===== src/rtl/gpc_consts.svh =====
/*
 Holds the constants of the pin interrupt and pad configuration block:
 register byte offsets, access op field, reset values and filter depth.
 Assumes a 9-bit APB byte address and 32-bit data.
*/
`ifndef GPC_CONSTS_SVH
`define GPC_CONSTS_SVH

// byte offsets, each config register group spans four words; flag, impl and version are single words
`define GPC_OFF_IRQ_EN 9'h090
`define GPC_OFF_TRIG_LOW 9'h0a0
`define GPC_OFF_TRIG_HIGH 9'h0b0
`define GPC_OFF_GLITCH 9'h0c0
`define GPC_OFF_FLAG_RD 9'h0d0
`define GPC_OFF_FLAG_CLR 9'h0d8
`define GPC_OFF_DRIVE_LOW 9'h100
`define GPC_OFF_DRIVE_HIGH 9'h110
`define GPC_OFF_SLEW 9'h130
`define GPC_OFF_SCHMITT 9'h160
`define GPC_OFF_EVENT 9'h180
`define GPC_OFF_IMPL 9'h1f8
`define GPC_OFF_VERSION 9'h1fc

// access op field inside the byte address
`define GPC_OP_MSB 3
`define GPC_OP_LSB 2

// version word field positions
`define GPC_VER_MSB 11
`define GPC_VER_LSB 0
`define GPC_VAR_MSB 19
`define GPC_VAR_LSB 16

// reset values
`define GPC_RST_WORD 32'h00000000
`define GPC_RST_ALL 32'hffffffff

// glitch filter: samples that must agree before the level moves
`define GPC_GF_DEPTH 3

`endif


===== src/rtl/gpc_pkg.sv =====
/*
 Types shared by the pin interrupt and pad configuration block.
 Assumes the constants header is included where offsets are needed.
*/
package gpc_pkg;
   // access kind selected by address bits 3:2
   typedef enum logic [1:0] {
      GPC_OP_WRITE = 2'h0,
      GPC_OP_SET = 2'h1,
      GPC_OP_CLEAR = 2'h2,
      GPC_OP_TOGGLE = 2'h3
   } gpc_op_t;
   // trigger encoding, {high bit, low bit}
   typedef enum logic [1:0] {
      GPC_TRIG_CHANGE = 2'h0,
      GPC_TRIG_RISE = 2'h1,
      GPC_TRIG_FALL = 2'h2,
      GPC_TRIG_RSVD = 2'h3
   } gpc_trig_t;
endpackage


===== src/rtl/gpc_top.sv =====
/*
 Holds one 32-pin port: pin input synchronisers, optional glitch filter,
 edge and change detection, sticky flags with interrupt, event forwarding
 to the event network, pad configuration outputs and an APB slave.
 Assumes pins are asynchronous to pclk and the pads take the config
 bits as static levels.
*/
// Our own choice: the APB slave port.
// Notes on behaviour
// two mode bits choose change, rise, fall
// glitch filter ahead of detection when enabled
// software changes filter only while irq disabled
// filter change may raise spurious flag
// detected condition sets pin flag
// flag meaningful only while irq enabled
// two bits set drive strength
// slew bit enables slew rate control
// schmitt bit enables input schmitt trigger
// event forwarded only when event enabled
// read-only implemented pins word
// read-only version and variant word
// four offsets: write, set, clear, toggle
// interrupt generated only when irq enabled
// writing one at clear address clears flag
// pins synchronised, consecutive samples compared
// irq high while enabled flag set
`timescale 1ns/100ps
`include "gpc_consts.svh"

module gpc_top #(
   // which pins exist; arbitrary default
   parameter logic [31:0] IMPL_PINS = 32'hffffffff,
   // module version; value is arbitrary
   parameter logic [11:0] MOD_VERSION = 12'h001,
   // variant number; value is arbitrary
   parameter logic [3:0] MOD_VARIANT = 4'h0
) (
   input wire logic pclk,
   input wire logic presetn,
   // apb slave
   input wire logic psel,
   input wire logic penable,
   input wire logic pwrite,
   input wire logic [8:0] paddr,
   input wire logic [31:0] pwdata,
   output logic [31:0] prdata,
   output logic pready,
   output logic pslverr,
   // pins, asynchronous
   input wire logic [31:0] pin_in,
   // pad controls
   output logic [31:0] drive_strength_bit_low,
   output logic [31:0] drive_strength_bit_high,
   output logic [31:0] slew_control_on,
   output logic [31:0] schmitt_on,
   // one-cycle event pulses per pin
   output logic [31:0] pin_event,
   // level interrupt
   output logic irq
);

   // configuration registers
   logic [31:0] pin_irq_enable_q; // interrupt enable
   logic [31:0] irq_trigger_sel_low_q; // mode bit 0
   logic [31:0] irq_trigger_sel_high_q; // mode bit 1
   logic [31:0] glitch_filter_on_q; // filter enable
   logic [31:0] drive_low_q; // drive bit 0
   logic [31:0] drive_high_q; // drive bit 1
   logic [31:0] slew_q; // slew control
   logic [31:0] schmitt_q; // schmitt enable
   logic [31:0] event_forward_on_q; // event enable
   logic [31:0] pin_irq_flag_q; // sticky flags

   // apb answer flops, then the irq and event output flops
   logic pready_q;
   logic pslverr_q;
   logic [31:0] prdata_q;
   logic irq_q;
   logic [31:0] pin_event_q;

   // input path
   logic [31:0] sync1_q; // first stage, read by sync2_q only
   logic [31:0] sync2_q; // synchronised level
   logic [31:0] cond; // selected condition this cycle

   // bus decode
   logic setup_ph; // first cycle of a transfer
   logic wr_done; // write takes effect now
   logic [4:0] grp; // four-word group index
   gpc_pkg::gpc_op_t op; // access kind
   logic [31:0] rd_word; // read mux
   logic rd_hit; // address mapped

   // write strobes per config group
   logic we_ien;
   logic we_tsl;
   logic we_tsh;
   logic we_gfe;
   logic we_dsl;
   logic we_dsh;
   logic we_slw;
   logic we_sch;
   logic we_evt;
   logic flag_clr; // flag clear write
   logic [31:0] clr_mask; // bits to clear

   // group index of an offset
   function automatic logic [4:0] grp_of(input logic [8:0] off);
      grp_of = off[8:4];
   endfunction

   // new value for write, set, clear or toggle
   function automatic logic [31:0] apply(
      input logic [31:0] old,
      input logic [31:0] wd,
      input gpc_pkg::gpc_op_t k
   );
      logic [31:0] r;
      r = old;
      case (k)
         gpc_pkg::GPC_OP_WRITE: r = wd;
         gpc_pkg::GPC_OP_SET: r = old | wd;
         gpc_pkg::GPC_OP_CLEAR: r = old & ~wd;
         gpc_pkg::GPC_OP_TOGGLE: r = old ^ wd;
         default: r = old;
      endcase
      // absent pins keep zero
      apply = r & IMPL_PINS;
   endfunction

   // address pieces
   assign grp = paddr[8:4];
   assign op = gpc_pkg::gpc_op_t'(paddr[`GPC_OP_MSB:`GPC_OP_LSB]);
   assign setup_ph = psel & ~penable;
   // pready_q is high only in the access cycle
   assign wr_done = psel & penable & pready_q & pwrite;

   // config strobes, each group decodes four words
   assign we_ien = wr_done & (grp == grp_of(`GPC_OFF_IRQ_EN));
   assign we_tsl = wr_done & (grp == grp_of(`GPC_OFF_TRIG_LOW));
   assign we_tsh = wr_done & (grp == grp_of(`GPC_OFF_TRIG_HIGH));
   assign we_gfe = wr_done & (grp == grp_of(`GPC_OFF_GLITCH));
   assign we_dsl = wr_done & (grp == grp_of(`GPC_OFF_DRIVE_LOW));
   assign we_dsh = wr_done & (grp == grp_of(`GPC_OFF_DRIVE_HIGH));
   assign we_slw = wr_done & (grp == grp_of(`GPC_OFF_SLEW));
   assign we_sch = wr_done & (grp == grp_of(`GPC_OFF_SCHMITT));
   assign we_evt = wr_done & (grp == grp_of(`GPC_OFF_EVENT));

   // write one clears, write zero leaves
   assign flag_clr = wr_done & (paddr == `GPC_OFF_FLAG_CLR);
   assign clr_mask = flag_clr ? pwdata : `GPC_RST_WORD;

   // read mux, any of the four words reads a config register; flags, impl and version each read at one word only
   always_comb begin
      rd_word = `GPC_RST_WORD;
      rd_hit = 1'b1;
      if (grp == grp_of(`GPC_OFF_IRQ_EN)) begin
         rd_word = pin_irq_enable_q;
      end else if (grp == grp_of(`GPC_OFF_TRIG_LOW)) begin
         rd_word = irq_trigger_sel_low_q;
      end else if (grp == grp_of(`GPC_OFF_TRIG_HIGH)) begin
         rd_word = irq_trigger_sel_high_q;
      end else if (grp == grp_of(`GPC_OFF_GLITCH)) begin
         rd_word = glitch_filter_on_q;
      end else if (paddr == `GPC_OFF_FLAG_RD) begin
         rd_word = pin_irq_flag_q;
      end else if (paddr == `GPC_OFF_FLAG_CLR) begin
         // clear word is write only
         rd_word = `GPC_RST_WORD;
      end else if (grp == grp_of(`GPC_OFF_DRIVE_LOW)) begin
         rd_word = drive_low_q;
      end else if (grp == grp_of(`GPC_OFF_DRIVE_HIGH)) begin
         rd_word = drive_high_q;
      end else if (grp == grp_of(`GPC_OFF_SLEW)) begin
         rd_word = slew_q;
      end else if (grp == grp_of(`GPC_OFF_SCHMITT)) begin
         rd_word = schmitt_q;
      end else if (grp == grp_of(`GPC_OFF_EVENT)) begin
         rd_word = event_forward_on_q;
      end else if (paddr == `GPC_OFF_IMPL) begin
         // one bit per implemented pin
         rd_word = IMPL_PINS;
      end else if (paddr == `GPC_OFF_VERSION) begin
         // version and variant, other bits zero
         rd_word[`GPC_VER_MSB:`GPC_VER_LSB] = MOD_VERSION;
         rd_word[`GPC_VAR_MSB:`GPC_VAR_LSB] = MOD_VARIANT;
      end else begin
         // unmapped
         rd_hit = 1'b0;
      end
   end

   // apb answer: one wait-free access cycle after setup
   always_ff @(posedge pclk or negedge presetn) begin
      if (!presetn) begin
         pready_q <= 1'b0;
         pslverr_q <= 1'b0;
         prdata_q <= `GPC_RST_WORD;
      end else if (setup_ph) begin
         // sample answer in setup, shown in access
         pready_q <= 1'b1;
         pslverr_q <= ~rd_hit;
         prdata_q <= pwrite ? `GPC_RST_WORD : rd_word;
      end else begin
         // drop after the completing edge
         pready_q <= 1'b0;
         pslverr_q <= 1'b0;
         prdata_q <= `GPC_RST_WORD;
      end
   end

   // interrupt enable
   always_ff @(posedge pclk or negedge presetn) begin
      if (!presetn) begin
         pin_irq_enable_q <= `GPC_RST_WORD;
      end else if (we_ien) begin
         pin_irq_enable_q <= apply(pin_irq_enable_q, pwdata, op);
      end
   end

   // trigger mode bits
   always_ff @(posedge pclk or negedge presetn) begin
      if (!presetn) begin
         irq_trigger_sel_low_q <= `GPC_RST_WORD;
         irq_trigger_sel_high_q <= `GPC_RST_WORD;
      end else begin
         if (we_tsl) begin
            irq_trigger_sel_low_q <= apply(irq_trigger_sel_low_q, pwdata, op);
         end
         if (we_tsh) begin
            irq_trigger_sel_high_q <= apply(irq_trigger_sel_high_q, pwdata, op);
         end
      end
   end

   // glitch filter enable; software keeps irq off while changing it
   always_ff @(posedge pclk or negedge presetn) begin
      if (!presetn) begin
         glitch_filter_on_q <= `GPC_RST_WORD;
      end else if (we_gfe) begin
         glitch_filter_on_q <= apply(glitch_filter_on_q, pwdata, op);
      end
   end

   // drive strength bits
   always_ff @(posedge pclk or negedge presetn) begin
      if (!presetn) begin
         drive_low_q <= `GPC_RST_WORD;
         drive_high_q <= `GPC_RST_WORD;
      end else begin
         if (we_dsl) begin
            drive_low_q <= apply(drive_low_q, pwdata, op);
         end
         if (we_dsh) begin
            drive_high_q <= apply(drive_high_q, pwdata, op);
         end
      end
   end

   // slew rate control
   always_ff @(posedge pclk or negedge presetn) begin
      if (!presetn) begin
         slew_q <= `GPC_RST_WORD;
      end else if (we_slw) begin
         slew_q <= apply(slew_q, pwdata, op);
      end
   end

   // schmitt trigger
   always_ff @(posedge pclk or negedge presetn) begin
      if (!presetn) begin
         schmitt_q <= `GPC_RST_WORD;
      end else if (we_sch) begin
         schmitt_q <= apply(schmitt_q, pwdata, op);
      end
   end

   // event enable
   always_ff @(posedge pclk or negedge presetn) begin
      if (!presetn) begin
         event_forward_on_q <= `GPC_RST_WORD;
      end else if (we_evt) begin
         event_forward_on_q <= apply(event_forward_on_q, pwdata, op);
      end
   end

   // two-stage synchroniser on every pin
   always_ff @(posedge pclk or negedge presetn) begin
      if (!presetn) begin
         sync1_q <= `GPC_RST_WORD;
         sync2_q <= `GPC_RST_WORD;
      end else begin
         sync1_q <= pin_in;
         sync2_q <= sync1_q;
      end
   end

   // per-pin filter and detector
   genvar gi;
   generate
      for (gi = 0; gi < 32; gi = gi + 1) begin : g_pin
         logic [`GPC_GF_DEPTH-1:0] hist_q; // recent synced samples
         logic filt_q; // filtered level
         logic prev_q; // last detection level
         logic lvl; // detection level now
         logic rise;
         logic fall;

         // filter: level moves only when all samples agree
         always_ff @(posedge pclk or negedge presetn) begin
            if (!presetn) begin
               hist_q <= '0;
               filt_q <= 1'b0;
            end else begin
               hist_q <= {hist_q[`GPC_GF_DEPTH-2:0], sync2_q[gi]};
               if (&hist_q) begin
                  filt_q <= 1'b1;
               end else if (~|hist_q) begin
                  filt_q <= 1'b0;
               end
            end
         end

         // bypass when filter is off
         // switching the source can look like an edge
         assign lvl = glitch_filter_on_q[gi] ? filt_q : sync2_q[gi];

         // previous sample for comparison
         always_ff @(posedge pclk or negedge presetn) begin
            if (!presetn) begin
               prev_q <= 1'b0;
            end else begin
               prev_q <= lvl;
            end
         end

         assign rise = lvl & ~prev_q;
         assign fall = ~lvl & prev_q;

         // trigger selection, reserved code never fires
         always_comb begin
            case (gpc_pkg::gpc_trig_t'({irq_trigger_sel_high_q[gi],
                                        irq_trigger_sel_low_q[gi]}))
               gpc_pkg::GPC_TRIG_CHANGE: cond[gi] = rise | fall;
               gpc_pkg::GPC_TRIG_RISE: cond[gi] = rise;
               gpc_pkg::GPC_TRIG_FALL: cond[gi] = fall;
               default: cond[gi] = 1'b0;
            endcase
         end
      end
   endgenerate

   // sticky flags; set wins over a clear in the same cycle
   // flags only set on enabled pins, so disabled pins read stale
   always_ff @(posedge pclk or negedge presetn) begin
      if (!presetn) begin
         pin_irq_flag_q <= `GPC_RST_WORD;
      end else begin
         pin_irq_flag_q <= (pin_irq_flag_q & ~clr_mask)
                         | (cond & pin_irq_enable_q & IMPL_PINS);
      end
   end

   // level interrupt, one cycle behind the flag
   always_ff @(posedge pclk or negedge presetn) begin
      if (!presetn) begin
         irq_q <= 1'b0;
      end else begin
         irq_q <= |(pin_irq_flag_q & pin_irq_enable_q);
      end
   end

   // event pulses, gated per pin
   always_ff @(posedge pclk or negedge presetn) begin
      if (!presetn) begin
         pin_event_q <= `GPC_RST_WORD;
      end else begin
         pin_event_q <= cond & event_forward_on_q & IMPL_PINS;
      end
   end

   // outputs straight from flops
   assign prdata = prdata_q;
   assign pready = pready_q;
   assign pslverr = pslverr_q;
   assign drive_strength_bit_low = drive_low_q;
   assign drive_strength_bit_high = drive_high_q;
   assign slew_control_on = slew_q;
   assign schmitt_on = schmitt_q;
   assign pin_event = pin_event_q;
   assign irq = irq_q;

endmodule


===== config.mk =====
export PLATFORM = sky130hd
export DESIGN_NAME = gpc_top
export DESIGN_NICKNAME = d
export VERILOG_FILES = /design/src/rtl/gpc_pkg.sv /design/src/rtl/gpc_top.sv
export VERILOG_INCLUDE_DIRS = /design/src /design/src/rtl
export SDC_FILE = /design/constraint.sdc
export NUM_CORES = 1
export LEC_CHECK = 0
export ABC_AREA = 1
export BUFFER_PORTS_ARGS = -buffer_cell sky130_fd_sc_hd__buf_4
export CAP_MARGIN = 5
export CORE_ASPECT_RATIO = 1.75
export CORE_MARGIN = 2
export CORE_UTILIZATION = 35
export DETAILED_ROUTE_END_ITERATION = 8
export GPL_ROUTABILITY_DRIVEN = 0
export SLEW_MARGIN = 0
export SYNTH_ARGS = -nofsm -noshare
export SYNTH_HDL_FRONTEND = slang
export SYNTH_SLANG_ARGS = --single-unit

===== constraint.sdc =====
create_clock -name pclk -period 2.2 [get_ports pclk]
set_clock_uncertainty 0.2 [all_clocks]
set_input_delay 0.11 -clock pclk [delete_from_list [all_inputs] [get_ports pclk]]
set_output_delay 0.11 -clock pclk [all_outputs]
set_load 0.005 [all_outputs]

# After elaboration in Yosys (flattened, before gate mapping)
# Index checks and enable logic that the tools add are counted.
[word_totals]
reg_bits = 611
word_cells = 703
[op_classes]
n_eq_ne = 112
n_reduce_logical = 98
muxes = 170
n_bitwise = 210
[ops]
columns = ["cell", "n"]
rows = [
  ["$pmux W32 S4", 9],
  ["$mux W32", 14],
  ["$and A32 B32 Y32", 13],
  ["$or A32 B32 Y32", 10],
  ["$xor A32 B32 Y32", 9],
  ["$mux W1", 112],
  ["$pmux W1 S3", 32],
  ["$reduce_and A3 Y1", 32],
  ["$reduce_or A3 Y1", 32],
  ["$and A1 B1 Y1", 78],
  ["$eq A2 B2 Y1 const B", 34],
  ["$eq A2 B1 Y1 const B", 33],
  ["$logic_not A2 Y1", 33],
  ["$not A1 Y1", 66],
  ["$ne A2 B2 Y1 const B", 32],
  ["$not A32 Y32", 2],
  ["$or A1 B1 Y1", 32],
  ["$reduce_or A32 Y1", 1],
  ["$eq A5 B5 Y1 const B", 5],
  ["$mux W12", 2],
  ["$eq A5 B4 Y1 const B", 4],
  ["$eq A9 B8 Y1 const B", 2],
  ["$eq A9 B9 Y1 const B", 2],
  ["$mux W4", 1],
]

# Longest topological paths before layout
[logic_depth]
depth_word = 16
mapped_depth = 14
depth_no_buf = 13

# Worst setup path before layout
# No wires, ideal clock.
[synth_path]
path_kind = "flip-flop to flip-flop"
startpoint = "register pready_q, in the netlist pready"
endpoint = "register pin_irq_flag_q[16]"
path_stages_with_launch = 6
path_slack_ns = 0.494
setup_time_ns = 0.126
arrival_ns = 1.380
t_required_ns = 1.874
path_cell_list = "dfrtp_1 nand4_4 or2_1 buf_2 o21ai_0 o21ai_1"
[synth_via]
elab_chain_len = 7
[synth_rtl]
columns = ["element", "line_no", "text"]
rows = [
  ["start: declaration", "gpc_top.sv:75", "logic pready_q;"],
  ["start signal: assignment", "gpc_top.sv:196", "pready_q <= 1'b0;"],
  ["start signal: assignment", "gpc_top.sv:201", "pready_q <= 1'b1;"],
  ["start signal: assignment", "gpc_top.sv:206", "pready_q <= 1'b0;"],
  ["$and A1 B1 Y1 (2 in a row)", "gpc_top.sv:136", "assign wr_done = psel & penable & pready_q & pwrite;"],
  ["$and A1 B1 Y1", "gpc_top.sv:150", "assign flag_clr = wr_done & (paddr == `GPC_OFF_FLAG_CLR);"],
  ["$mux W32 (no line)", "--", ""],
  ["$not A32 Y32", "gpc_top.sv:359", "pin_irq_flag_q <= (pin_irq_flag_q & ~clr_mask)"],
  ["$and A32 B32 Y32", "gpc_top.sv:359", ""],
  ["$or A32 B32 Y32", "gpc_top.sv:360", "| (cond & pin_irq_enable_q & IMPL_PINS);"],
  ["end signal: assignment", "gpc_top.sv:357", "pin_irq_flag_q <= `GPC_RST_WORD;"],
  ["end signal: assignment", "gpc_top.sv:359", ""],
  ["end: declaration", "gpc_top.sv:72", "logic [31:0] pin_irq_flag_q;"],
]
# No other way between the ends.
# A chain may end at the register's enable or synchronous reset.

# Final worst setup path
[layout_path]
startpoint = "register pin_irq_flag_q[4]"
endpoint = "register irq_q, in the netlist irq"
[layout_via]
elab_chain_len = 2
[layout_rtl]
columns = ["element", "line_no", "text"]
rows = [
  ["$and A32 B32 Y32", "gpc_top.sv:369", "irq_q <= |(pin_irq_flag_q & pin_irq_enable_q);"],
  ["$reduce_or A32 Y1", "gpc_top.sv:369", ""],
  ["end signal: assignment", "gpc_top.sv:369", ""],
  ["end: declaration", "gpc_top.sv:78", "logic irq_q;"],
]
# No other way between the ends.

==> flow_summary.json <==
{
  "grt_pass1_vias": 33700,
  "max_clock_freq_ghz": 0.473,
  "worstPathMaxFanout": 3,
  "ios": 273,
  "ys_warn_count": 0,
  "synth-main-ff-cell": "dfrtp_1",
  "die_area_mm2": 0.112,
  "grt-ovfl-total": 0,
  "grt_max_degree": 102,
  "worstPathArrival_ns": 2.45,
  "wl_per_cell_um": 21.7,
  "hold_class": "primary input to register",
  "via_per_inst": 5.31,
  "areaGrowthSynthToFinish_pct": 22.6,
  "p_per_area_mw_per_mm2": 621,
  "largest_register_ffs": 96,
  "clkTransAtPathRegs_ns": 0.07,
  "worst-setup-path-type": "register to register",
  "first_pass_iters": 5,
  "cts.sinks": 611,
  "min_period_over_period": 0.962,
  "core_area_mm2": 0.109,
  "antenna_found_initial": 2,
  "postCtsSetupRepairBufs": 0,
  "slew_viol_final": 0,
  "rsz0062_at_grt": "no",
  "leakagePower_uw": 0.0232,
  "tightestPinTransition_ns": 1.09,
  "ys_ff_latch": 611,
  "synth_edf_count": 0,
  "ys_seq_area_frac": 0.400,
  "die_width_um": 254,
  "htree_levels": 3,
  "crit_path_end_kind": "register",
  "drc": 0,
  "grt_first_pass_wirelength_mm": 209,
  "cts_root_buf": "clkbuf_16",
  "postRouteAntennaNets": 0,
  "synth_cell_types": 39,
  "status": "finished, final reports clean",
  "die_height_um": 441,
  "fin_area_mm2": 0.0469,
  "clock_path_buffers": 3,
  "drt_iter0_markers": 2479,
  "synth_most_common_cell": "nand2_1",
  "vias": 33800,
  "dpl_cell_area_mm2": 0.0434,
  "grt.total_usage": 0.247,
  "synth-async-reset-ratio": 1.00,
  "cp_data_required_time_ns": 2.53,
  "finalHoldViolCount": 0,
  "final_core_util": 0.432,
  "yosys.area.top_type_share": 0.400,
  "rows": 160,
  "slew_headroom": 0.273,
  "ir_worst_vdd_v": 0.000560,
  "dp_hpwl_mm": 98.7,
  "io_buffers": 272,
  "synthTopCellsByArea": "dfrtp_1, ha_1, nand2_1",
  "cts-buffers-inserted": 70,
  "drive_above_1_share": 0.130,
  "min_period_ns": 2.12,
  "syn-num-nets": 5128,
  "final_cells": 6371,
  "syn_avg_cell_area_um2": 8.67,
  "setup_tns_ns": 0,
  "syn_area_mm2": 0.0383,
  "setup_viol": 0,
  "final_nets": 5580,
  "top_register": "g_pin.hist_q",
  "start_kind": "register",
  "cap_violations": 0,
  "cts_tree": "yes",
  "wirelength_mm": 138,
  "yosys-top-cells-count": "nand2_1, ha_1, o21ai_0",
  "dp.cells": 6139,
  "antenna_cells": 0,
  "start_util": 0.353,
  "yosysTopAreaCell": "dfrtp_1",
  "nFillCells": 10700,
  "clk_latency_ns": 0.68,
  "syn_inst": 4410
}
[worst paths after layout]
| check | startpoint | endpoint | slack (ns) | cells after the start |
|---|---|---|---|---|
| setup reg to reg | pin_irq_flag_q[4]$_DFF_PN0_ | irq$_DFF_PN0_ | 0.08 | 5 |
| setup / recovery | pin_irq_flag_q[4]$_DFF_PN0_ | irq$_DFF_PN0_ | 0.08 | 5 |
| hold reg to reg | sync1_q[29]$_DFF_PN0_ | sync2_q[29]$_DFF_PN0_ | 0.14 | 0 |
| hold / removal | paddr[5] | irq_trigger_sel_high_q[4]$_DFFE_PN0P_ | 0.11 | 7 |
| max in group asynchronous | presetn | slew_control_on[20]$_DFFE_PN0P_ | 0.11 | 5 |
| min in group asynchronous | presetn | slew_control_on[1]$_DFFE_PN0P_ | 0.57 | 3 |
[layout make-up]
type                    count  area (um2)  share of cell area
well taps                1458        1820              0.0389
clock inverters            31         407             0.00867
multi-input cells        3063       20100               0.428
flip-flops and latches    611       15300               0.326
repair buffers            584        5300               0.113
clock buffers              92        1980              0.0421
inverters                 532        2010              0.0429
[kinds of logic (layout without fill, tap and decap cells)]
kind of cell               Yosys count  in the layout  share of synthesized area
AOI/OAI and AO/OA                 1189           1189                      0.183
adders and majority gates          640            640                      0.209
buffers and inverters              736           1239                     0.0764
DFF                                611            611                      0.400
and+or+nand+nor                   1234           1234                      0.131
[cell usage in the layout, fill, tap and decap left out, types with 12 or more instances in the layout]
master / Yosys / routed
nand2_1: 888 / 887
ha_1: 640 / 640
o21ai_0: 624 / 623
dfrtp_1: 611 / 611
inv_1: 519 / 518
buf_4: 6 / 423
o211ai_1: 265 / 265
nor2_1: 161 / 160
dlygate4sd3_1: 0 / 109
a21oi_1: 98 / 98
nand3_1: 90 / 90
clkbuf_16: 0 / 71
o21ai_1: 63 / 64
a221oi_1: 51 / 51
buf_12: 0 / 51
a22oi_1: 43 / 43
nand4_1: 35 / 35
nor3_1: 33 / 32
o22ai_1: 18 / 18
nor2_4: 11 / 15
clkinv_2: 0 / 12
clkbuf_8: 0 / 12
[critical path: stages, from the launching register on]
cell and delay, ns:
dfrtp_1 0.41, a22o_1 0.27, a221oi_1 0.41, buf_4 0.21, nand4_1 0.08, or2_2 0.37
[per-stage QoR]
| step | hold slack (ns) | power [uW] | worst slack (ns) |
|---|---|---|---|
| 2_1_floorplan | -0.386 | 14600 | 0.494 |
| 3_3_place_gp | -0.165 | 16500 | 0.0853 |
| 3_5_place_dp | -0.167 | 16700 | 0.0648 |
| 4_1_cts | 0.0203 | 29400 | 0.119 |
| 5_1_grt | 0.125 | 30400 | 0.00807 |
| 6_report | 0.106 | 29100 | 0.0844 |
[power breakdown]
part           switching, uW  total, uW  internal, uW
Sequential               523      12400         11800
Clock                   5260      12500          7200
Combinational           2630       4290          1660
Total                   8420      29100         20700
[routing by layer]
metal,vias to the layer above,wire [um],part of all wire,track usage
li1,15700,-,-,-
met3,395,6540,0.047,0.0322
met2,1164,68800,0.50,0.427
met5,-,12,0.000087,0
met1,16600,51400,0.37,0.276
met4,2,11500,0.083,0.186
[what timing repair did]
item | CTS | global route
endpoints found under the hold margin | 734 | 0
setup endpoints to repair | 0 | 5
resized for setup | 0 | 4
hold buffers | 109 | 0
No activity file was read; power rests on OpenSTA's default activity.
